[src/verilog/l4c_regs.svh]
`ifndef L4C_REGS_SVH
`define L4C_REGS_SVH

// Register indices; the byte address is four times the index
`define L4C_IDX_CLEAR      10'h028
`define L4C_IDX_DATA       10'h029
`define L4C_IDX_RESULT     10'h02a
`define L4C_IDX_CRC_UPPER  10'h02b
`define L4C_IDX_CRC_LOWER  10'h02c

// Field positions and reset values
`define L4C_RESULT_BIT     0
`define L4C_CRC_RESET      16'h0000
`define L4C_POLY_DEFAULT   16'h1021
`define L4C_SHIFT_STEPS    4'h8

// Timing: least spacing of host byte writes
`define L4C_BYTE_GAP_NS    4500
`define L4C_CLK_NS         40
`define L4C_BYTE_GAP_CYC   ((`L4C_BYTE_GAP_NS + `L4C_CLK_NS - 1) / `L4C_CLK_NS)

`endif

[src/verilog/l4c_pkg.sv]
package l4c_pkg;

  typedef logic [7:0]  l4c_byte_t;
  typedef logic [15:0] l4c_crc_t;

  typedef enum logic {SH_IDLE, SH_RUN} l4c_shift_e;

endpackage : l4c_pkg

[src/verilog/l4c_top.sv]
`timescale 1ns/100ps
`include "l4c_regs.svh"

// How it works
// - A write to the clear address while the engine is idle zeroes all sixteen operation bits.
// - Each written byte is loaded and then shifted in eight steps.
// - After the eighth step the shifter idles and holds its value.
// - Bit 0 of the result register reads 0 for a good group, 1 for error.
// - Writes to the two value ports load the operation register directly while the engine is idle.
// - Reads of the two value ports return the live operation register.
// - Saving, processing another group and reloading allows interleaving.
// - The upper port carries operation bits b7 to b0, reset zero.
// - The lower port carries operation bits b15 to b8, reset zero.
module l4c_top #(
  parameter int          ADDR_W = 12,
  parameter logic [15:0] POLY   = `L4C_POLY_DEFAULT
) (
  // Clock and reset
  input  wire logic              CLK_SYS,
  input  wire logic              RESETN,
  // APB slave
  input  wire logic              PSEL,
  input  wire logic              PENABLE,
  input  wire logic              PWRITE,
  input  wire logic [ADDR_W-1:0] PADDR,
  input  wire logic [31:0]       PWDATA,
  output logic [31:0]            PRDATA,
  output logic                   PREADY,
  output logic                   PSLVERR
);
  import l4c_pkg::*;

  localparam int GAP_CYC = `L4C_BYTE_GAP_CYC;

  // Buffer plus eight steps must drain well inside one byte gap
  if (ADDR_W < 8 || ADDR_W > 32)
  begin : g_bad_addr
    $error("ADDR_W must be 8 to 32");
  end
  if (GAP_CYC < 12)
  begin : g_bad_gap
    $error("byte gap too short for the shifter");
  end

  logic        rst_meta_ff;
  logic        rst_n_ff;
  logic        rst_n;

  // Reset release through two flops
  always_ff @(posedge CLK_SYS or negedge RESETN)
  begin
    if (!RESETN)
    begin
      rst_meta_ff <= 1'b0;
      rst_n_ff    <= 1'b0;
    end
    else
    begin
      rst_meta_ff <= 1'b1;
      rst_n_ff    <= rst_meta_ff;
    end
  end
  assign rst_n = rst_n_ff;

  logic [ADDR_W-3:0] reg_idx;
  logic        hit_clear;
  logic        hit_data;
  logic        hit_result;
  logic        hit_upper;
  logic        hit_lower;
  logic        hit_any;
  logic        setup;
  logic        access;
  logic        stall;
  logic        bad;
  logic        fire_ok;
  logic        engine_idle;
  logic        buf_in_valid;
  logic        buf_in_ready;
  logic        buf_out_valid;
  logic        sh_in_ready;
  l4c_byte_t   buf_out_data;
  l4c_crc_t    crc;
  logic        busy;
  logic        wr_clear;
  logic        wr_upper;
  logic        wr_lower;
  logic        crc_err;
  logic [31:0] prdata_ff;
  logic [31:0] nxt_prdata;
  logic [7:0]  ld_seen_ff;
  logic [7:0]  nxt_ld_seen;

  assign reg_idx = PADDR[ADDR_W-1:2];
  assign setup   = PSEL && !PENABLE;
  assign access  = PSEL && PENABLE;

  // Address decode
  always_comb
  begin
    hit_clear  = 1'b0;
    hit_data   = 1'b0;
    hit_result = 1'b0;
    hit_upper  = 1'b0;
    hit_lower  = 1'b0;
    if (PADDR[1:0] != 2'h0)
      hit_clear = 1'b0;
    else if (reg_idx == `L4C_IDX_CLEAR)
      hit_clear = 1'b1;
    else if (reg_idx == `L4C_IDX_DATA)
      hit_data = 1'b1;
    else if (reg_idx == `L4C_IDX_RESULT)
      hit_result = 1'b1;
    else if (reg_idx == `L4C_IDX_CRC_UPPER)
      hit_upper = 1'b1;
    else if (reg_idx == `L4C_IDX_CRC_LOWER)
      hit_lower = 1'b1;
  end
  assign hit_any = hit_clear || hit_data || hit_result || hit_upper || hit_lower;

  // Direct loads are refused until queued bytes are done, keeping write order
  assign engine_idle = !busy && !buf_out_valid;

  // faster writers are held off, not dropped
  assign stall = access && PWRITE && hit_data && !buf_in_ready;
  // Refused rather than stalled: a busy engine never freezes the bus on a direct access
  assign bad   = !hit_any || (PWRITE && hit_result)
              || (PWRITE && (hit_clear || hit_upper || hit_lower) && !engine_idle);

  assign PREADY  = !stall;
  assign PSLVERR = access && !stall && bad;
  assign fire_ok = access && !stall && !bad;

  assign buf_in_valid = access && PWRITE && hit_data;
  assign wr_clear     = fire_ok && PWRITE && hit_clear;
  assign wr_upper     = fire_ok && PWRITE && hit_upper;
  assign wr_lower     = fire_ok && PWRITE && hit_lower;

  l4c_buf2 #(
    .WIDTH     (8)
  ) u_buf (
    .clk       (CLK_SYS),
    .rst_n     (rst_n),
    .in_valid  (buf_in_valid),
    .in_ready  (buf_in_ready),
    .in_data   (PWDATA[7:0]),
    .out_valid (buf_out_valid),
    .out_ready (sh_in_ready),
    .out_data  (buf_out_data)
  );

  l4c_shifter #(
    .POLY      (POLY)
  ) u_shift (
    .clk       (CLK_SYS),
    .rst_n     (rst_n),
    .in_valid  (buf_out_valid),
    .in_ready  (sh_in_ready),
    .in_data   (buf_out_data),
    .clr       (wr_clear),
    .ld_upper  (wr_upper),
    .ld_lower  (wr_lower),
    .ld_data   (PWDATA[7:0]),
    .crc       (crc),
    .busy      (busy)
  );

  assign crc_err = |crc;

  // Read data captured in the setup cycle
  always_comb
  begin
    nxt_prdata = prdata_ff;
    if (setup && !PWRITE)
    begin
      nxt_prdata = 32'h0000_0000;
      if (hit_result)
        nxt_prdata[`L4C_RESULT_BIT] = crc_err;
      else if (hit_upper)
        nxt_prdata[7:0] = crc[7:0];
      else if (hit_lower)
        nxt_prdata[7:0] = crc[15:8];
    end
  end

  always_ff @(posedge CLK_SYS or negedge rst_n)
  begin
    if (!rst_n)
      prdata_ff <= 32'h0000_0000;
    else
      prdata_ff <= nxt_prdata;
  end
  assign PRDATA = prdata_ff;

  // Last byte taken on the upper port, kept for the read-back check only
  always_comb
  begin
    nxt_ld_seen = ld_seen_ff;
    if (wr_upper)
      nxt_ld_seen = PWDATA[7:0];
  end

  always_ff @(posedge CLK_SYS or negedge rst_n)
  begin
    if (!rst_n)
      ld_seen_ff <= 8'h00;
    else
      ld_seen_ff <= nxt_ld_seen;
  end

  AST_CLEAR_ZERO: assert property (
    @(posedge CLK_SYS) disable iff (!rst_n)
    wr_clear |=> (crc == 16'h0000) && !busy)
    else $error("clear did not zero the operation register");

  AST_RESULT_BIT: assert property (
    @(posedge CLK_SYS) disable iff (!rst_n)
    (access && !PWRITE && hit_result && $past(setup))
      |-> PRDATA == {31'h0000_0000, $past(crc_err)})
    else $error("result bit does not match the remainder");

  AST_LOAD_UPPER: assert property (
    @(posedge CLK_SYS) disable iff (!rst_n)
    wr_upper |=> crc[7:0] == $past(PWDATA[7:0]) && $stable(crc[15:8]))
    else $error("upper port load wrong");

  AST_LOAD_LOWER: assert property (
    @(posedge CLK_SYS) disable iff (!rst_n)
    wr_lower |=> crc[15:8] == $past(PWDATA[7:0]) && $stable(crc[7:0]))
    else $error("lower port load wrong");

  AST_READ_LIVE: assert property (
    @(posedge CLK_SYS) disable iff (!rst_n)
    (access && !PWRITE && hit_lower && $past(setup))
      |-> PRDATA == {24'h00_0000, $past(crc[15:8])})
    else $error("lower port read not the live value");

  AST_RELOAD_ROUNDTRIP: assert property (
    @(posedge CLK_SYS) disable iff (!rst_n)
    (wr_upper ##[2:3] (access && !PWRITE && hit_upper && $past(setup) && !busy))
      |-> PRDATA[7:0] == ld_seen_ff)
    else $error("reloaded value not read back");

  AST_RESET_IDLE: assert property (
    @(posedge CLK_SYS)
    $rose(rst_n) |-> (crc == 16'h0000) && !busy && !buf_out_valid)
    else $error("reset did not leave the block clear and idle");

  AST_NO_DROP: assert property (
    @(posedge CLK_SYS) disable iff (!rst_n)
    (buf_in_valid && !buf_in_ready) |-> !PREADY ##1 buf_out_valid)
    else $error("byte write completed while the buffer was full");

  // Worst case: eight steps plus the idle cycle that pops the queue
  AST_STALL_BOUNDED: assert property (
    @(posedge CLK_SYS) disable iff (!rst_n)
    stall |-> ##[1:10] !stall)
    else $error("data write held off too long");

  AST_BYTE_QUEUED: assert property (
    @(posedge CLK_SYS) disable iff (!rst_n)
    (buf_in_valid && buf_in_ready) |=> buf_out_valid)
    else $error("accepted byte did not reach the queue");

  AST_REFUSED_INERT: assert property (
    @(posedge CLK_SYS) disable iff (!rst_n)
    (PSLVERR && engine_idle) |=> $stable(crc))
    else $error("refused access changed the operation register");

  COV_BYTE_DONE: cover property (
    @(posedge CLK_SYS) disable iff (!rst_n)
    $fell(busy) && !buf_out_valid && (crc == 16'h0000));

  COV_STALL: cover property (
    @(posedge CLK_SYS) disable iff (!rst_n)
    stall ##1 !stall);

  COV_CLEAR_REFUSED: cover property (
    @(posedge CLK_SYS) disable iff (!rst_n)
    PSLVERR && PWRITE && hit_clear);

  COV_INTERLEAVE: cover property (
    @(posedge CLK_SYS) disable iff (!rst_n)
    (access && !PWRITE && hit_upper) ##[1:300] wr_clear ##[1:300] wr_upper);

endmodule : l4c_top

[src/verilog/l4c_buf2.sv]
`timescale 1ns/100ps

module l4c_buf2 #(
  parameter int WIDTH = 8
) (
  // Clock and reset
  input  wire logic             clk,
  input  wire logic             rst_n,
  // Fill side
  input  wire logic             in_valid,
  output logic                  in_ready,
  input  wire logic [WIDTH-1:0] in_data,
  // Drain side
  output logic                  out_valid,
  input  wire logic             out_ready,
  output logic [WIDTH-1:0]      out_data
);

  logic [WIDTH-1:0] mem_ff [2];
  logic [WIDTH-1:0] nxt_mem [2];
  logic             wptr_ff;
  logic             nxt_wptr;
  logic             rptr_ff;
  logic             nxt_rptr;
  logic [1:0]       count_ff;
  logic [1:0]       nxt_count;
  logic             push;
  logic             pop;

  assign in_ready  = (count_ff != 2'h2);
  assign out_valid = (count_ff != 2'h0);
  // Head entry is picked from the two registers by the read pointer
  assign out_data  = mem_ff[rptr_ff];
  assign push      = in_valid && in_ready;
  assign pop       = out_valid && out_ready;

  always_comb
  begin
    nxt_mem   = mem_ff;
    nxt_wptr  = wptr_ff;
    nxt_rptr  = rptr_ff;
    nxt_count = count_ff;
    if (push)
    begin
      nxt_mem[wptr_ff] = in_data;
      nxt_wptr         = !wptr_ff;
    end
    if (pop)
      nxt_rptr = !rptr_ff;
    if (push && !pop)
      nxt_count = count_ff + 2'h1;
    else if (pop && !push)
      nxt_count = count_ff - 2'h1;
  end

  always_ff @(posedge clk or negedge rst_n)
  begin
    if (!rst_n)
    begin
      mem_ff[0] <= '0;
      mem_ff[1] <= '0;
      wptr_ff   <= 1'b0;
      rptr_ff   <= 1'b0;
      count_ff  <= 2'h0;
    end
    else
    begin
      mem_ff   <= nxt_mem;
      wptr_ff  <= nxt_wptr;
      rptr_ff  <= nxt_rptr;
      count_ff <= nxt_count;
    end
  end

endmodule : l4c_buf2

[src/verilog/l4c_shifter.sv]
`timescale 1ns/100ps
`include "l4c_regs.svh"

module l4c_shifter #(
  parameter logic [15:0] POLY = `L4C_POLY_DEFAULT
) (
  // Clock and reset
  input  wire logic              clk,
  input  wire logic              rst_n,
  // Byte stream
  input  wire logic              in_valid,
  output logic                   in_ready,
  input  wire l4c_pkg::l4c_byte_t in_data,
  // Direct access to the operation register
  input  wire logic              clr,
  input  wire logic              ld_upper,
  input  wire logic              ld_lower,
  input  wire l4c_pkg::l4c_byte_t ld_data,
  // State
  output l4c_pkg::l4c_crc_t      crc,
  output logic                   busy
);
  import l4c_pkg::*;

  l4c_shift_e state_ff;
  l4c_shift_e nxt_state;
  l4c_crc_t   crc_ff;
  l4c_crc_t   nxt_crc;
  l4c_byte_t  byte_ff;
  l4c_byte_t  nxt_byte;
  logic [2:0] step_ff;
  logic [2:0] nxt_step;

  assign in_ready = (state_ff == SH_IDLE);
  assign busy     = (state_ff == SH_RUN);
  assign crc      = crc_ff;

  always_comb
  begin
    nxt_state = state_ff;
    nxt_crc   = crc_ff;
    nxt_byte  = byte_ff;
    nxt_step  = step_ff;
    case (state_ff)
      SH_IDLE:
      begin
        if (in_valid)
        begin
          nxt_byte  = in_data;
          nxt_step  = 3'h0;
          nxt_state = SH_RUN;
        end
        else if (clr)
          nxt_crc = `L4C_CRC_RESET;
        else
        begin
          if (ld_upper)
            nxt_crc[7:0] = ld_data;
          if (ld_lower)
            nxt_crc[15:8] = ld_data;
        end
      end
      SH_RUN:
      begin
        if (crc_ff[15] ^ byte_ff[7])
          nxt_crc = {crc_ff[14:0], 1'b0} ^ POLY;
        else
          nxt_crc = {crc_ff[14:0], 1'b0};
        nxt_byte = {byte_ff[6:0], 1'b0};
        nxt_step = step_ff + 3'h1;
        if (step_ff == 3'h7)
          nxt_state = SH_IDLE;
      end
      default:
        nxt_state = SH_IDLE;
    endcase
  end

  always_ff @(posedge clk or negedge rst_n)
  begin
    if (!rst_n)
    begin
      state_ff <= SH_IDLE;
      crc_ff   <= `L4C_CRC_RESET;
      byte_ff  <= 8'h00;
      step_ff  <= 3'h0;
    end
    else
    begin
      state_ff <= nxt_state;
      crc_ff   <= nxt_crc;
      byte_ff  <= nxt_byte;
      step_ff  <= nxt_step;
    end
  end

  AST_EIGHT_SHIFTS: assert property (
    @(posedge clk) disable iff (!rst_n)
    (state_ff == SH_IDLE && in_valid) |=> busy [*8] ##1 !busy)
    else $error("byte not shifted exactly eight times");

  AST_IDLE_HOLD: assert property (
    @(posedge clk) disable iff (!rst_n)
    (!busy && !in_valid && !clr && !ld_upper && !ld_lower) |=> $stable(crc_ff))
    else $error("operation register moved while idle");

endmodule : l4c_shifter

[config.mk]
export PLATFORM = sky130hd
export DESIGN_NAME = l4c_top
export DESIGN_NICKNAME = d
export VERILOG_FILES = /design/src/verilog/l4c_pkg.sv /design/src/verilog/l4c_top.sv /design/src/verilog/l4c_buf2.sv /design/src/verilog/l4c_shifter.sv
export VERILOG_INCLUDE_DIRS = /design/src /design/src/verilog
export SDC_FILE = /design/constraint.sdc
export NUM_CORES = 1
export LEC_CHECK = 0
export BUFFER_PORTS_ARGS = -buffer_cell sky130_fd_sc_hd__buf_2
export CORE_MARGIN = 2
export CORE_UTILIZATION = 45
export DETAILED_ROUTE_END_ITERATION = 16
export PLACE_DENSITY = 0.74
export SYNTH_ARGS = -nofsm -noshare
export SYNTH_HDL_FRONTEND = slang
export SYNTH_SLANG_ARGS = --single-unit
[constraint.sdc]
create_clock -name CLK_SYS -period 2 [get_ports CLK_SYS]
set_input_delay 0.1 -clock CLK_SYS [delete_from_list [all_inputs] [get_ports CLK_SYS]]
set_output_delay 0.1 -clock CLK_SYS [all_outputs]
set_load 0.005 [all_outputs]
# Yosys cells after proc, flatten, opt, wreduce, memory -nomap -nowiden
# Cells that the tools add are included.
# word_totals
in_bits	49
wordCells	129
ff_bits	58
# op_classes
n_addsub	3
n_eq_ne	11
n_mux	45
bitwise	5
n_reduce_logical	49
order_cmp	3
# ops
op	n
two-way mux 8 bit	9
equality test 10 x 6 -> 1 bit (second input constant)	5
two-way mux 16 bit	2
case mux 16 bit (2 select lines)	1
two-way mux 1 bit	23
logical AND 1 bit	22
bitwise mux 16 bit	1
case mux 8 bit (2 select lines)	1
OR reduction 16 bit	1
logical NOT 1 bit	13
two-way mux 13 bit	1
demux 8 bit (select 1 bit)	1
logical OR 1 bit	8
two-way mux 7 bit	1
!= test 2 bit (second input constant)	3
!= test 3 x 1 -> 1 bit (second input constant)	2
case mux 3 bit (2 select lines)	1
nonzero test 2 bit	3
>= comparator 2 bit (second input constant)	2
two-way mux 2 bit	2
NOT 1 -> 2 bit	2
AND reduction 2 bit	2
adder 3 x 1 -> 3 bit (second input constant)	1
equality test 3 bit (second input constant)	1
8 further kinds	8

# Logic depth before layout (Yosys ltp)
# Gate-level depths: netlist (run 1).
# depth
depth_word	19
mapped_depth	8

# By module
# A second synthesis (run 1) with hierarchy kept.
# unflattened
hier_cells	264
area_unflattened_um2	3174.3
# modules_own_cells
mod	n_inst	seq_area_each_um2	area_per_inst_um2	cells_each
l4c_shifter	1	700.7	1385.1	110
l4c_buf2	1	500.5	969.7	60
l4c_top	1	250.2	819.5	94

# Least setup slack after synthesis (run 1)
# No wires, ideal clock.
# synth_timing
path_kind	register to register
from	reg u_buf.count_ff[0]
to	reg u_shift.crc_ff[10], in the netlist u_shift.crc[10]
n_path_buf	1
path_stages_with_launch	6
arrival_ns	1.615
setup_ns	0.141
path_slack_ns	0.245
synth_period_minus_slack_ns	1.755
path_cell_list	dfrtp_1 -> or2_2 -> or4_1 -> clkbuf_1 -> o21ai_0 -> a31oi_1
# synth_between
elab_chain_len	13
elab_cells_between_ends	22
# synth_rtl
item	line_no	source
from (decl)	l4c_buf2.sv:25	logic [1:0] count_ff;
from (signal assigned)	l4c_buf2.sv:71	count_ff <= nxt_count;
nonzero test 2 bit	l4c_buf2.sv:31	assign out_valid = (count_ff != 2'h0);
logical NOT 1 bit	l4c_top.sv:122	assign engine_idle = !busy && !buf_out_valid;
logical AND 1 bit	l4c_top.sv:122	
logical NOT 1 bit	l4c_top.sv:128	|| (PWRITE && (hit_clear || hit_upper || hit_lower) && !engine_idle);
logical AND 1 bit	l4c_top.sv:128	
logical OR 1 bit	l4c_top.sv:128	
logical NOT 1 bit	l4c_top.sv:132	assign fire_ok = access && !stall && !bad;
logical AND 1 bit	l4c_top.sv:132	
logical AND 1 bit	l4c_top.sv:135, l4c_top.sv:137	
logical AND 1 bit	l4c_top.sv:135	assign wr_clear = fire_ok && PWRITE && hit_clear;
two-way mux 16 bit	l4c_shifter.sv:53	else if (clr)
two-way mux 16 bit	l4c_shifter.sv:47	if (in_valid)
case mux 16 bit (2 select lines)	l4c_shifter.sv:44	case (state_ff)
to (signal assigned)	l4c_shifter.sv:84	crc_ff <= `L4C_CRC_RESET;
to (signal assigned)	l4c_shifter.sv:91	crc_ff <= nxt_crc;
to (decl)	l4c_shifter.sv:27	l4c_crc_t crc_ff;
# Parallel ways exist; a longest one is shown, timed or not. The select of a mux whose other input is x is not followed.
# A chain may end at the register's enable or synchronous reset.

# Final worst setup path (run 1)
# layout_timing
from	reg u_buf.count_ff[1]
to	out PSLVERR
# layout_between
elab_chain_len	7
elab_cells_between_ends	12
# layout_rtl
item	line_no	source
nonzero test 2 bit	l4c_buf2.sv:31	
logical NOT 1 bit	l4c_top.sv:122	
logical AND 1 bit	l4c_top.sv:122	
logical NOT 1 bit	l4c_top.sv:128	
logical AND 1 bit	l4c_top.sv:128	
logical OR 1 bit	l4c_top.sv:128	
logical AND 1 bit *	l4c_top.sv:131	assign PSLVERR = access && !stall && bad;
to (decl)	l4c_top.sv:29	output logic PSLVERR
# Mark *: on every way between the ends. The rest lies on a longest branch, timed or not.

==> run_results.csv, run 1 <==
group,metric,value,unit
run_status,status,"finished, final reports clean",
power,p_sw,0.001455,W
synthesis,seq_area_frac_synth,46.00,%
detailed_routing,viasPerCell,5.395,
floorplanning,row_count,30,
synthesis,synth_top_area_share,46.00,%
synthesis,synth_compound_area_share,16.81,%
flow_run,cap_violations,0,
power,p_comb_share,29.1,%
floorplanning,start_util,46.45,%
synthesis,synth-edff-count,0,
clocking,cts_made_buffers,9,
sta,period_needed,1.908,ns
finish,multi_input_area,1533,um2
finish,layout-drive-gt1-share,27.07,%
global_routing,track_usage,18.87,%
global_routing,grt_overflow_total,0,
finish,nNetsFinal,409,
sta,fmax,524.2,MHz
worst_hold_path,min_from,"PWDATA[7]",
finish,antenna_cells,0,
global_routing,grt_pass1_vias,2350,
sta,fin_skew,0.006517,ns
clocking,cts_tree,"yes",
clocking,cts_root_buf,"clkbuf_8",
critical_path,critPathMaxFanout,4,
synthesis,yosysTopAreaCell,"dfrtp_1",
place,gp_congestion,0.8693,
critical_path,startpoint_type,"register",
place,place.port_buffers,34,
global_routing,antenna_found_initial,0,
synthesis,synth_seq_cells,58,
worst_hold_path,min-delay-path-class,"input port to register",
critical_path,ff2ff_path_depth,4,
worst_hold_path,worstHoldPathCells,2,
synthesis,synthArstFlopShare,100.0,%
synthesis,synth_area_leaders,"dfrtp_1 (46%), buf_4 (5.7%), mux2_2 (5.7%)",
power,p_sw_share,34.26,%
sta,maxSlewHeadroom,65.74,%
detailed_routing,drtIter0Drc,194,
synthesis,syn-instance-count,311,
clocking,htreeDepth,3,
power,clkPwrFrac,29.0,%
power,internal_power,0.002791,W
power,power,0.004246,W
clocking,cts.sinks,58,
detailed_routing,antenna_left,0,
clocking,clk_pin_slew,0.07,ns
sta,hold_viol,0,
synthesis,synth.distinct_cells,48,
floorplanning,dieHeight,87.74,um
power,p_leak,1.671,nW
finish,fin_util,54.07,%
sta,maxSlewViolCount,0,
detailed_routing,drcViolationCount,0,
critical_path,crit_arrival,1.81,ns
floorplanning,dieArea,7698,um2
synthesis,dominantRegCellSynth,"dfrtp_1",
critical_path,crit_path_start,"u_buf.count_ff[1]$_DFFE_PN0P_",
sta,setup_viol,0,
finish,areaGrowthSynthToFinish,16.42,%
place,dp.cells,440,
place,hpwlAfterDp,4717,um
synthesis,synth_top_family_by_area,"compound AO/OA/AOI/OAI gates",
detailed_routing,via_count,2471,
synthesis,yosysWarnings,0,
critical_path,cp.required,1.90,ns
critical_path,cp-end-kind,"output port",
detailed_routing,wl,6523,um
synthesis,muxShareOfSynthArea,8.247,%
power,seqPwrFrac,42.0,%
floorplanning,pin_count,83,
floorplanning,dieWidth,87.74,um
synthesis,synth_simple_gate_area_share,16.57,%
place,place_area,3410,um2
power,ir_worst_vdd,0.6991,mV
global_routing,grt_pass1_wl,11080,um
finish,seq_area,1453,um2
finish,fin_cells,458,
clocking,cts_buffer_depth,2,
synthesis,synthXorXnorAreaFrac,2.220,%
finish,fin_area,3674,um2
sta,rsz0062_at_grt,"yes",
worst_hold_path,min_to,"u_buf.mem_ff[7]$_DFFE_PN0P_",
finish,nFillCells,629,
clocking,clk_latency,0.34,ns
synthesis,synthAdderAreaFrac,1.190,%
global_routing,grt_max_degree,50,
sta,whs,0.05155,ns
detailed_routing,wl_per_cell,14.24,um
detailed_routing,first_pass_iters,4,
critical_path,crit_type,"register to output port",
sta,timing.final.crit_share,95.38,%
critical_path,rr_endpoint,"u_shift.crc[10]$_DFFE_PN0P_",
sta,worstMarginPinSlew,0.5140,ns
synthesis,syn_avg_cell_area,10.15,um2
floorplanning,coreArea,6794,um2
synthesis,synth_area,3156,um2
critical_path,r2r_start,"u_buf.count_ff[1]$_DFFE_PN0P_",
critical_path,r2r_setup_slack,0.14,ns
power,p_per_area,1156,nW/um2
state kept, by name, summed over array words and instances, names as in the netlist:
register         flops
u_shift.byte_ff      8
u_shift.step_ff      3
rst_n                1
u_buf.wptr_ff        1
u_shift.busy         1
u_buf.mem_ff        16
u_buf.count_ff       2
PRDATA               8
rst_meta_ff          1
u_shift.crc         16
u_buf.rptr_ff        1
routing by layer:
layer	track usage, %	routed length (um)	share of wire [%]
met5	0	0	0
met4	5.734	76	1.2
met3	7.069	417	6.4
met2	29.41	3132	48
met1	24.62	2897	44
power groups by stage:
stage               clock [W]  sequential, W  combinational (W)
floorplan                   0        0.00168           0.000968
global placement            0        0.00179            0.00115
detailed placement          0        0.00180            0.00120
CTS                   0.00126        0.00178            0.00121
global route          0.00132        0.00182            0.00141
finish                0.00123        0.00178            0.00123
worst max path at each step:
stage	endpoint	cells past startpoint
global route	PSLVERR	7
detailed placement	u_buf.count_ff[1]$_DFFE_PN0P_	8
floorplan	u_shift.crc[10]$_DFFE_PN0P_	5
CTS	PSLVERR	7
finish	PSLVERR	7
global placement	u_shift.crc[6]$_DFFE_PN0P_	6
kinds of logic after synthesis:
kind of cell,count (synthesis)
adder cells (fa/ha/maj),3
AO/OA/AOI/OAI,76
AND/OR/NAND/NOR,93
XOR/XNOR,8
multiplexers,24
flip-flops,58
buffers and inverters,47
other,2
cell type report:
type                            count  share of cell area, %
Multi-Input combinational cell    229                  41.72
Timing Repair Buffer               50                  8.311
Inverter                            9                 0.9196
Clock inverter                      4                  2.010
Tap cell                           96                  3.270
Clock buffer                       12                  4.223
Sequential cell                    58                  39.54
cell usage in the layout, fill, tap and decap left out, types with 2 or more instances in the layout:
cell,Yosys,layout
a22oi_1,7,7
buf_2,1,34
clkbuf_8,0,11
nand2_1,18,18
conb_1,2,25
or4_1,2,2
nor3b_1,2,2
xnor2_1,3,3
nand2b_1,2,2
nor2b_1,2,2
xor2_1,5,5
a31oi_1,9,9
ha_1,3,3
nor2_1,35,35
mux2_2,16,16
a21oi_1,19,18
dfrtp_1,58,57
and2_1,2,2
nor4_1,2,2
buf_4,24,14
mux2i_1,8,8
nor3_2,1,2
bufinv_16,0,2
o21ai_0,18,18
inv_1,9,9
nand4_1,10,10
nor3_4,3,3
a211oi_1,7,6
nand3_1,4,4
a221o_1,8,8
worst max-delay path: stages (launching register included):
cell and delay [ns]:
dfrtp_1 0.40, or2_2 0.32, buf_4 0.16, a211oi_2 0.17
nor3_2 0.10, a21oi_2 0.15, nor2_1 0.05, buf_2 0.12
per-stage QoR:
step	setup slack (ns)	setup TNS [ns]
final	0.09243	0
after global placement	0.1711	0
after floorplan	0.2447	0
after detailed placement	0.1093	0
after CTS	0.01189	0
after global routing	-0.01036	-0.01036
synth_stat cells (all sizes together), types with 3 or more instances:
master   n
a211oi   8
a21oi   19
a221o    8
a22oi    7
a31oi    9
buf     29
clkbuf   9
dfrtp   58
ha       3
inv      9
mux2    16
mux2i    8
nand2   18
nand3    4
nand4   10
nor2    35
nor3     6
nor4     4
o21ai   19
xnor2    3
xor2     5
timing repair:
action                     CTS  global route
resized for setup            2             2
hold buffers                 1             0
pin swaps                    0             2
setup endpoints to repair    1             3
setup buffers                0             1
hold endpoints to repair     2             0
Power figures use the tool's default switching activity.
==> inputs of run 2 (changes only) <==
--- a/config.mk
+++ b/config.mk
@@ -7,10 +7,12 @@
 export NUM_CORES = 1
 export LEC_CHECK = 0
 export BUFFER_PORTS_ARGS = -buffer_cell sky130_fd_sc_hd__buf_2
+export CELL_PAD_IN_SITES_DETAIL_PLACEMENT = 1
+export CELL_PAD_IN_SITES_GLOBAL_PLACEMENT = 1
 export CORE_MARGIN = 2
-export CORE_UTILIZATION = 45
+export CORE_UTILIZATION = 40
 export DETAILED_ROUTE_END_ITERATION = 16
-export PLACE_DENSITY = 0.74
+export PLACE_DENSITY = 0.86
 export SYNTH_ARGS = -nofsm -noshare
 export SYNTH_HDL_FRONTEND = slang
 export SYNTH_SLANG_ARGS = --single-unit
==> run 2 against run 1 <==
- register-to-register slack got worse by 0.07 ns
- count of clock-buffer cells in the layout unchanged
- cell area about the same
==> run_results.csv, run 2 (synthesis gave the netlist of run 1 again) <==
group,metric,value,unit
sta,rsz0062_at_grt,"yes",
power,p_per_area,1163,nW/um2
sta,maxSlewViolCount,0,
worst_hold_path,min_from,"PWDATA[7]",
critical_path,rr_endpoint,"u_shift.crc[5]$_DFFE_PN0P_",
sta,setup_viol,0,
global_routing,track_usage,20.13,%
finish,layout-drive-gt1-share,27.20,%
critical_path,r2r_start,"u_buf.count_ff[1]$_DFFE_PN0P_",
global_routing,grt_pass1_wl,13280,um
detailed_routing,antenna_left,0,
global_routing,grt_max_degree,33,
sta,maxSlewHeadroom,62.00,%
finish,antenna_cells,0,
clocking,cts_made_buffers,9,
detailed_routing,via_count,2525,
finish,areaGrowthSynthToFinish,16.49,%
clocking,cts_tree,"yes",
clocking,clk_latency,0.34,ns
floorplanning,dieWidth,92.82,um
flow_run,cap_violations,0,
finish,layout_common_cells,"dfrtp_1 (57), nor2_1 (35), buf_2 (34), conb_1 (25), a21oi_1 (19)",
global_routing,antenna_found_initial,0,
finish,fin_util,47.82,%
critical_path,crit_type,"register to register",
floorplanning,coreArea,7687,um2
place,hpwlAfterDp,5902,um
floorplanning,pin_count,83,
detailed_routing,wl_per_cell,17.33,um
critical_path,startpoint_type,"register",
place,gp_congestion,0.8114,
clocking,cts_root_buf,"clkbuf_8",
critical_path,cp.required,2.21,ns
finish,nNetsFinal,411,
floorplanning,start_util,41.05,%
worst_hold_path,worstHoldPathCells,2,
place,dpl_worst_slack,0.009793,ns
critical_path,cp-end-kind,"register",
sta,fmax,518.6,MHz
critical_path,r2r_setup_slack,0.07,ns
clocking,cts.sinks,58,
sta,hold_viol,0,
sta,period_needed,1.928,ns
worst_hold_path,min_to,"u_buf.mem_ff[15]$_DFFE_PN0P_",
critical_path,ff2ff_path_depth,6,
floorplanning,row_count,32,
sta,fin_ws,0.07189,ns
clocking,htreeDepth,3,
floorplanning,dieHeight,92.82,um
detailed_routing,drcViolationCount,0,
global_routing,grt_pass1_vias,2694,
detailed_routing,drtIter0Drc,177,
floorplanning,dieArea,8616,um2
power,ir_worst_vdd,0.5085,mV
run_status,status,"finished, final reports clean",
power,p_leak,1.668,nW
clocking,cts_buffer_depth,2,
detailed_routing,viasPerCell,5.418,
detailed_routing,wl,8078,um
sta,timing.final.crit_share,96.41,%
worst_hold_path,min-delay-path-class,"input port to register",
sta,fin_skew,0.007185,ns
place,place.port_buffers,34,
critical_path,critPathMaxFanout,10,
global_routing,grt_overflow_total,0,
sta,worstMarginPinSlew,0.5700,ns
detailed_routing,first_pass_iters,4,
critical_path,crit_arrival,2.14,ns
clocking,clk_pin_slew,0.07,ns
finish,layout.cells.most_common,"dfrtp_1",
run 2: repair_timing:
action / CTS / global route
endpoints found under the hold margin: 2 / 0
gates resized for setup: 2 / 2
endpoints found under the setup margin: 1 / 10
setup buffers: 2 / 1
hold buffers: 1 / 0
pin swaps: 0 / 1
run 2: area by class of cell:
class / instances / area [um2]
timing repair buffer: 52 / 320.3
multi-input combinational: 229 / 1536
inverter: 9 / 33.78
sequential: 58 / 1453
clock buffer: 12 / 155.1
fill: 893 / 4011
clock inverter: 4 / 50.05
tap: 102 / 127.6
run 2: report_power, final:
part / switching (W) / leakage [nW] / internal [W]
Sequential: 0.000337 / 0.734 / 0.00146
Clock: 0.000473 / 0.0986 / 0.000641
Combinational: 0.000774 / 0.836 / 0.000593
Total: 0.00158 / 1.67 / 0.00269
run 2: per-stage QoR:
step | instances | instance area [um2] | TNS [ns] | hold slack (ns) | total power [W]
floorplan | 334 | 3242 | 0 | -0.1956 | 0.002644
global placement | 446 | 3417 | 0 | -0.1154 | 0.002959
detailed placement | 446 | 3417 | 0 | -0.1145 | 0.003070
CTS | 465 | 3657 | 0 | 0.04297 | 0.004258
global route | 466 | 3676 | -0.03188 | 0.05982 | 0.004545
finish | 466 | 3676 | 0 | 0.06695 | 0.004275
run 2: worst max-delay path by stage:
stage                                       start                            end  slack [ns]  cells after the start
floorplan           u_buf.count_ff[0]$_DFFE_PN0P_    u_shift.crc[10]$_DFFE_PN0P_        0.24                      5
global placement    u_buf.count_ff[0]$_DFFE_PN0P_     u_shift.crc[0]$_DFFE_PN0P_        0.16                      6
detailed placement                       PADDR[6]  u_buf.count_ff[1]$_DFFE_PN0P_        0.01                      9
CTS                 u_buf.count_ff[1]$_DFFE_PN0P_                        PSLVERR        0.02                      7
global route        u_buf.count_ff[1]$_DFFE_PN0P_                        PSLVERR       -0.03                      7
finish              u_buf.count_ff[1]$_DFFE_PN0P_     u_shift.crc[5]$_DFFE_PN0P_        0.07                      6
run 2: routing by layer:
layer	GRT usage, %	routed length (um)
met1	23.02	3329
met2	36.05	4267
met3	4.801	370
met4	7.966	111
met5	0	0
run 2: critical path: stages (launching register included):
cell and delay, ns:
dfrtp_1 0.37, buf_4 0.14, nor2b_1 0.12, buf_4 0.17, a311o_4 0.44, o2111a_1 0.28, a221o_1 0.28
